### config.mk
export PLATFORM = sky130hd
export DESIGN_NAME = ccmc_top
export DESIGN_NICKNAME = d
export VERILOG_FILES = /design/src/core/ccmc_pkg.sv /design/src/core/ccmc_top.sv
export SDC_FILE = /design/constraint.sdc
export NUM_CORES = 1
export LEC_CHECK = 0
export ABC_AREA = 1
export BUFFER_PORTS_ARGS = -buffer_cell sky130_fd_sc_hd__buf_2
export CAP_MARGIN = 20
export CELL_PAD_IN_SITES_DETAIL_PLACEMENT = 0
export CELL_PAD_IN_SITES_GLOBAL_PLACEMENT = 1
export CORE_MARGIN = 8
export CORE_UTILIZATION = 50
export CTS_CLUSTER_DIAMETER = 80
export DETAILED_ROUTE_END_ITERATION = 7
export PLACE_DENSITY = 0.95
export SLEW_MARGIN = 25
export SYNTH_ARGS = -nofsm -noshare
export SYNTH_HDL_FRONTEND = slang
export SYNTH_SLANG_ARGS = --single-unit
### constraint.sdc
create_clock -name clk -period 21.5 [get_ports clk]
set_input_delay 4.3 -clock clk [delete_from_list [all_inputs] [get_ports clk]]
set_output_delay 4.3 -clock clk [all_outputs]
set_load 0.01 [all_outputs]
### src/core/ccmc_pkg.sv
// constants of the converter configuration and mute block
// assumes a 250 MHz controller clock and an apb master
package ccmc_pkg;
   // clock and times
   localparam longint CCMC_CLK_HZ = 250_000_000;
   localparam longint CCMC_COLD_MIN = 15;
   localparam longint CCMC_COLD_CYC = CCMC_COLD_MIN * 60 * CCMC_CLK_HZ;
   localparam longint CCMC_WIN_MIN = 5;
   localparam longint CCMC_WIN_CYC = CCMC_WIN_MIN * 60 * CCMC_CLK_HZ;
   localparam longint CCMC_RETUNE_US = 100;
   localparam longint CCMC_RETUNE_CYC = CCMC_RETUNE_US * CCMC_CLK_HZ / 1_000_000;
   localparam logic [2:0] CCMC_FAULT_MAX = 3'h5;
   // register offsets
   localparam logic [7:0] CCMC_OFF_FREQ = 8'h00;
   localparam logic [7:0] CCMC_OFF_IFSEL = 8'h04;
   localparam logic [7:0] CCMC_OFF_ATTEN = 8'h08;
   localparam logic [7:0] CCMC_OFF_MODE = 8'h0c;
   localparam logic [7:0] CCMC_OFF_MUTE = 8'h10;
   localparam logic [7:0] CCMC_OFF_STAT = 8'h14;
   // value limits, kHz and hundredths of dB
   localparam logic [31:0] CCMC_FGRID = 32'h0000007d;
   localparam logic [31:0] CCMC_IF_LO = 32'h00000046;
   localparam logic [31:0] CCMC_IF_HI = 32'h0000008c;
   localparam logic [31:0] CCMC_ATT_MAX = 32'h000009c4;
   localparam logic [31:0] CCMC_ATT_STEP = 32'h00000019;
   localparam logic [11:0] CCMC_ATT_RST = 12'h3e8;
   // mode register bits
   localparam int CCMC_M_COLD = 0;
   localparam int CCMC_M_RETAIN = 1;
   localparam int CCMC_M_REDMUTE = 2;
   localparam int CCMC_M_AFR = 3;
   localparam int CCMC_M_FINE = 4;
   localparam logic [4:0] CCMC_MODE_RST = 5'h08;
   // mute query answers
   localparam logic [1:0] CCMC_MQ_OFF = 2'h0;
   localparam logic [1:0] CCMC_MQ_ON = 2'h1;
   localparam logic [1:0] CCMC_MQ_COLD = 2'h2;
   // status register bits
   localparam int CCMC_S_REJ = 0;
   localparam int CCMC_S_LOCK = 1;
endpackage

### src/core/ccmc_top.sv
// converter configuration command handler and output mute control
// assumes fault, switchover and mode inputs come from logic on clk
`default_nettype none
module ccmc_top
   import ccmc_pkg::*;
#(
   parameter int NF = 4,
   parameter logic [31:0] MIN_KHZ = 32'h00593008,
   parameter logic [31:0] MAX_KHZ = 32'h006209a8,
   parameter logic [39:0] COLD_CYC = 40'(CCMC_COLD_CYC),
   parameter logic [39:0] WIN_CYC = 40'(CCMC_WIN_CYC),
   parameter logic [15:0] RETUNE_CYC = 16'(CCMC_RETUNE_CYC)
) (
   // clock and reset
   input wire logic clk,
   input wire logic rst,
   // apb slave
   input wire logic psel,
   input wire logic penable,
   input wire logic pwrite,
   input wire logic [7:0] paddr,
   input wire logic [31:0] pwdata,
   output logic pready,
   output logic [31:0] prdata,
   output logic pslverr,
   // unit options and redundancy
   input wire logic dual_if_fitted,
   input wire logic redundant_mode,
   input wire logic switchover,
   input wire logic primary_muted,
   // fault detectors, one level each
   input wire logic [NF-1:0] fault,
   // converter controls
   output logic rf_mute,
   output logic if_140,
   output logic [31:0] freq_khz,
   output logic [11:0] atten
);
   typedef struct packed {
      logic [31:0] freq;
      logic iff140;
      logic [11:0] att;
      logic [4:0] mode;
      logic mute;
      logic rej;
      logic lock;
      logic [15:0] rtn;
      logic [39:0] cold;
      logic [NF-1:0] fprev;
      logic [NF-1:0][2:0] fcnt;
      logic [NF-1:0][39:0] fwin;
      logic ack;
      logic [31:0] rdata;
      logic err;
      logic out;
   } ccmc_st_t;

   ccmc_st_t st_r;
   ccmc_st_t st_nxt;
   logic ph1;
   logic wr;
   logic mapped;
   logic ok_w;
   logic cold_act;
   logic any_fault;
   logic [NF-1:0] frise;

   // bus phases: one wait state so read data comes from a flop
   assign ph1 = psel & penable & ~st_r.ack;
   assign wr = psel & penable & pwrite & st_r.ack & ~st_r.err;
   assign any_fault = |fault;
   assign frise = fault & ~st_r.fprev;
   assign cold_act = st_r.mode[CCMC_M_COLD] & ~redundant_mode & (st_r.cold != COLD_CYC);

   // address decode and set-value checks
   always_comb begin
      mapped = 1'b1;
      ok_w = 1'b1;
      if (paddr == CCMC_OFF_FREQ) begin
         ok_w = (pwdata >= MIN_KHZ) && (pwdata <= MAX_KHZ) &&
            (st_r.mode[CCMC_M_FINE] || (pwdata % CCMC_FGRID) == 32'h0);
      end else if (paddr == CCMC_OFF_IFSEL) begin
         ok_w = dual_if_fitted && (pwdata == CCMC_IF_LO || pwdata == CCMC_IF_HI);
      end else if (paddr == CCMC_OFF_ATTEN) begin
         ok_w = (pwdata <= CCMC_ATT_MAX) && (pwdata % CCMC_ATT_STEP) == 32'h0;
      end else if (paddr == CCMC_OFF_MODE) begin
         ok_w = ~(redundant_mode & pwdata[CCMC_M_COLD]);
      end else if (paddr == CCMC_OFF_MUTE || paddr == CCMC_OFF_STAT) begin
         ok_w = 1'b1;
      end else begin
         mapped = 1'b0;
         ok_w = 1'b0;
      end
   end

   // next state
   always_comb begin
      st_nxt = st_r;
      st_nxt.fprev = fault;
      st_nxt.ack = ph1;
      // cold counter runs once from each reset and then parks
      if (st_r.cold != COLD_CYC) begin
         st_nxt.cold = st_r.cold + 40'h1;
      end
      if (st_r.rtn != 16'h0) begin
         st_nxt.rtn = st_r.rtn - 16'h1;
      end
      // query form answers the current value
      if (ph1) begin
         st_nxt.err = ~mapped | (pwrite & ~ok_w);
         st_nxt.rdata = 32'h0;
         if (~pwrite) begin
            if (paddr == CCMC_OFF_FREQ) begin
               st_nxt.rdata = st_r.freq;
            end else if (paddr == CCMC_OFF_IFSEL) begin
               st_nxt.rdata = st_r.iff140 ? CCMC_IF_HI : CCMC_IF_LO;
            end else if (paddr == CCMC_OFF_ATTEN) begin
               st_nxt.rdata = {20'h0, st_r.att};
            end else if (paddr == CCMC_OFF_MODE) begin
               st_nxt.rdata = {27'h0, st_r.mode};
            end else if (paddr == CCMC_OFF_MUTE) begin
               st_nxt.rdata = {30'h0, cold_act ? CCMC_MQ_COLD : (st_r.mute ? CCMC_MQ_ON : CCMC_MQ_OFF)};
            end else if (paddr == CCMC_OFF_STAT) begin
               st_nxt.rdata = {26'h0, st_r.out, cold_act, any_fault, (st_r.rtn != 16'h0),
                  st_r.lock, st_r.rej};
            end
         end
      end
      // refused writes leave the setting and flag it
      if (psel & penable & pwrite & st_r.ack & st_r.err) begin
         st_nxt.rej = 1'b1;
      end
      // writes land on the completing edge only
      if (wr) begin
         if (paddr == CCMC_OFF_FREQ) begin
            st_nxt.freq = pwdata;
            if (~st_r.mode[CCMC_M_RETAIN]) begin
               st_nxt.rtn = RETUNE_CYC;
            end
         end else if (paddr == CCMC_OFF_IFSEL) begin
            st_nxt.iff140 = (pwdata == CCMC_IF_HI);
            // same muting as an rf retune
            if (~st_r.mode[CCMC_M_RETAIN]) begin
               st_nxt.rtn = RETUNE_CYC;
            end
         end else if (paddr == CCMC_OFF_ATTEN) begin
            st_nxt.att = pwdata[11:0];
         end else if (paddr == CCMC_OFF_MODE) begin
            st_nxt.mode = pwdata[4:0];
         end else if (paddr == CCMC_OFF_MUTE) begin
            st_nxt.mute = pwdata[0];
         end else if (paddr == CCMC_OFF_STAT) begin
            // write one to clear; a new event below wins
            if (pwdata[CCMC_S_REJ]) begin
               st_nxt.rej = 1'b0;
            end
            if (pwdata[CCMC_S_LOCK]) begin
               st_nxt.lock = 1'b0;
            end
         end
      end
      if (switchover) begin
         st_nxt.mute = st_r.mode[CCMC_M_REDMUTE] ? primary_muted : 1'b0;
      end
      // without recovery a fault latches the mute
      if (any_fault & ~st_r.mode[CCMC_M_AFR]) begin
         st_nxt.mute = 1'b1;
      end
      // per-fault repeat counting in a window
      for (int i = 0; i < NF; i++) begin
         if (st_r.fwin[i] != 40'h0) begin
            st_nxt.fwin[i] = st_r.fwin[i] - 40'h1;
         end else begin
            st_nxt.fcnt[i] = 3'h0;
         end
         if (frise[i] & st_r.mode[CCMC_M_AFR]) begin
            if (st_r.fwin[i] == 40'h0) begin
               st_nxt.fwin[i] = WIN_CYC - 40'h1;
               st_nxt.fcnt[i] = 3'h1;
            end else if (st_r.fcnt[i] == CCMC_FAULT_MAX) begin
               st_nxt.mode[CCMC_M_AFR] = 1'b0;
               st_nxt.mute = 1'b1;
               st_nxt.lock = 1'b1;
               st_nxt.fcnt[i] = 3'h0;
               st_nxt.fwin[i] = 40'h0;
            end else begin
               st_nxt.fcnt[i] = st_r.fcnt[i] + 3'h1;
            end
         end
      end
      st_nxt.out = st_nxt.mute | cold_act | (st_nxt.rtn != 16'h0) |
         (any_fault & st_r.mode[CCMC_M_AFR]);
   end

   // state register
   always_ff @(posedge clk or posedge rst) begin
      if (rst) begin
         // start at the low frequency limit
         st_r.freq <= MIN_KHZ;
         st_r.iff140 <= 1'b0;
         st_r.att <= CCMC_ATT_RST;
         st_r.mode <= CCMC_MODE_RST;
         st_r.mute <= 1'b1;
         st_r.rej <= 1'b0;
         st_r.lock <= 1'b0;
         st_r.rtn <= 16'h0;
         st_r.cold <= 40'h0;
         st_r.fprev <= '0;
         st_r.fcnt <= '0;
         st_r.fwin <= '0;
         st_r.ack <= 1'b0;
         st_r.rdata <= 32'h0;
         st_r.err <= 1'b0;
         st_r.out <= 1'b1;
      end else begin
         st_r <= st_nxt;
      end
   end

   // outputs
   assign pready = st_r.ack;
   assign prdata = st_r.rdata;
   assign pslverr = st_r.ack & st_r.err;
   assign rf_mute = st_r.out;
   assign if_140 = st_r.iff140;
   assign freq_khz = st_r.freq;
   assign atten = st_r.att;
endmodule
`default_nettype wire

==> impl_metrics.yaml <==
synth:
  yosys.area.top_type_share_pct: 26.0
  postSynthAreaPerCell_um2: 6.89
  synth_area_leader_cell: "dfrtp_1"
  synth_nets: 4318
  yosysWarnings: 0
  synthCells: 4246
  synth_cell_type_count: 82
  async_reset_ff_share_pct: 100
  synth_area_leaders: "dfrtp_1, nand2_1, inv_1"
  synth_flop_cell: "dfrtp_1"
  syn_area_um2: 29200
  synth_edf_count: 0
  synth-seq-area-share_pct: 27.5
  synth_seq_cells: 320
outcome:
  status: "finished clean"
placement:
  io_buffers: 132
  place_hpwl_um: 57400
  place.gp.congestion: 0.913
layout:
  layout-drive-gt1-share_pct: 21.5
  diodes: 0
  layout.nets: 4371
  synthToLayoutAreaGrowth_pct: 7.79
  fill_cells: 5657
global_route:
  use_met2_pct: 36.5
  grt.total_usage_pct: 22.1
  grt_max_degree: 117
  globalRouteMet3Util_pct: 3.44
  grt_use_met1_pct: 30.0
  overflow: 0
  busiest_layer: "met2"
  grt_first_pass_wirelength_um: 126000
  grt_pass1_vias: 25600
  antenna_found_initial: 2
floorplanning:
  start_util_pct: 50.6
  die_x_um: 258
  dieHeight_um: 258
  io_pins: 133
  die-area_um2: 66500
  core_area_um2: 57800
  row_count: 88
cts:
  cts_max_level: 2
  clkSinkCount: 320
  numCtsBuffers: 40
  cts_buffer_depth: 3
  cts_setup_buffers: 0
  cts-root-buf: "clkbuf_16"
  path_clk_slew_ns: 0.06
  cts-hold-fix-buffers: 0
  cts_tree: "done"
  insertion_delay_ns: 0.57
  cts_resized: 0
sta:
  setup_violations: 0
  fin_setup_tns_ns: 0
  slew_viol_final: 0
  relSlewSlack_pct: 37.2
  period_needed_ns: 19.73
  rsz0062_at_grt: "no"
  timing.fmax_mhz: 50.7
  report.final.hold_viol_count: 0
  tightestPinTransition_ns: 0.939
  fin_crit_sh_pct: 91.8
  finClkSkew_ns: 0.0164
critical_path:
  ff2ff_setup_slack_ns: 17.10
  r2r_end: "st_r[114]"
  slowest_stage: "o21ai_0"
  cp.required_ns: 21.95
  path_common_cell: "nand2_2"
  r2r_cells: 26
  worstPathArrival_ns: 20.19
  slowest_delay_ns: 0.33
  end_kind: "flop"
  crit_type: "input pin to flop"
  rr_startpoint: "st_r[83]"
  cp-start-kind: "input pin"
  crit_path_max_fanout: 10
  cp-startpoint: "pwdata[25]"
routing:
  ant_nets: 0
  avgRoutedWirePerCell_um: 14.7
  firstDrtPassIters: 6
  drc_errors: 0
  via_per_inst: 5.28
  drt_wl_total_um: 75100
  via_count: 26900
  drtIter0Drc: 1818
worst_hold_path:
  min_path_cells: 1
  hold_path_class: "flop to flop"
  hold_start: "st_r[206]"
  min_to: "st_r[206]"
job:
  cap_violations: 0
state kept, by name, indices dropped and copies added, names as in the netlist:
register,flops
st_r,241
freq_khz,32
prdata,32
atten,12
if_140,1
pready,1
rf_mute,1
routing by layer:
layer	vias up	share of wire [%]
met3	106	5.5
met4	2	2.3
met2	564	45
li1	13800	-
met5	-	0.017
met1	12400	47
cell usage in the layout (no fill, tap or decap), drive strengths merged, types with 4 or more instances in the layout:
cell    synthesis  layout
a211oi          6       6
a21boi          6       6
a21o            5       5
a21oi          89      89
a22o            9       9
a31oi           9       9
a32o           21      21
and2           10      10
and3            7       7
buf            83     145
bufinv          2       8
clkbuf         48      55
clkinv         34      43
dfrtp         304     304
dfstp          16      16
ha             19      19
inv           576     579
nand2        1200    1200
nand3         406     406
nand3b         19      19
nand4         100     100
nor2          576     576
nor3          104     104
nor4           52      52
o211ai         15      15
o21a            5       5
o21ai         283     283
o21bai         21      21
o31ai           9       9
or2             9       9
or4             4       4
xnor2          47      47
xor2          128     128
final cells by class:
| type | count | area (um2) | area share, % |
|---|---|---|---|
| multi-input combinational | 3180 | 17900 | 56.8 |
| clock buffer | 55 | 1200 | 3.80 |
| tap | 765 | 957 | 3.04 |
| timing repair buffer | 145 | 766 | 2.43 |
| inverter | 612 | 2360 | 7.49 |
| clock inverter | 19 | 298 | 0.945 |
| sequential | 320 | 8030 | 25.5 |
synthesized netlist by cell type, types with 36 or more instances:
cell type  instances
clkbuf_1          36
nand3_1          328
o21ai_1           53
buf_4             77
nand3_2           59
o21ai_0          208
nor4_1            52
nand2_2          257
nor2_2            55
nor2_1           489
a21oi_1           81
nand2_4           92
xor2_1           128
inv_2             75
inv_1            496
dfrtp_1          304
xnor2_1           46
nor3_1           103
nand2_1          847
nand4_1           89
kinds of logic after synthesis:
| family | count (synthesis) | synth area share [%] |
|---|---|---|
| AOI/OAI and AO/OA | 494 | 10.6 |
| xor gates and xnor gates | 175 | 5.31 |
| and+or+nand+nor | 2492 | 44.4 |
| buffers and inverters | 746 | 11.4 |
| DFF | 320 | 27.5 |
| adders and majority gates | 19 | 0.813 |
how the worst max path moves through the flow:
stage | endpoint | slack [ns] | cells after the start
detailed placement | st_r[1] | 1.28 | 135
finish | st_r[1] | 1.77 | 125
floorplan | st_r[1] | 3.80 | 136
CTS | st_r[1] | 1.81 | 139
global route | st_r[1] | 0.06 | 125
global placement | st_r[1] | 1.34 | 122
critical path: cells and delay by family:
kind                       cells  cell delay [ns]
AOI/OAI and AO/OA             14             2.81
adders and majority gates      2             0.30
buffers and inverters         10             0.88
and+or+nand+nor               99            11.82
through the flow:
step / std cells / hold slack (ns) / instance area [um2] / utilization, % / worst slack, ns
6_report: 5096 / 0.477 / 31500 / 54.5 / 1.77
5_1_grt: 5096 / 0.494 / 31500 / 54.5 / 0.0557
4_1_cts: 5096 / 0.483 / 31500 / 54.5 / 1.81
3_5_place_dp: 5022 / 0.460 / 30000 / 51.9 / 1.28
3_3_place_gp: 5022 / 0.459 / 30000 / 51.9 / 1.34
2_1_floorplan: 4246 / 0.442 / 29200 / - / 3.80
Power is not shown: default switching activity piles up to over one toggle a cycle in this logic, so the estimate is an artifact.
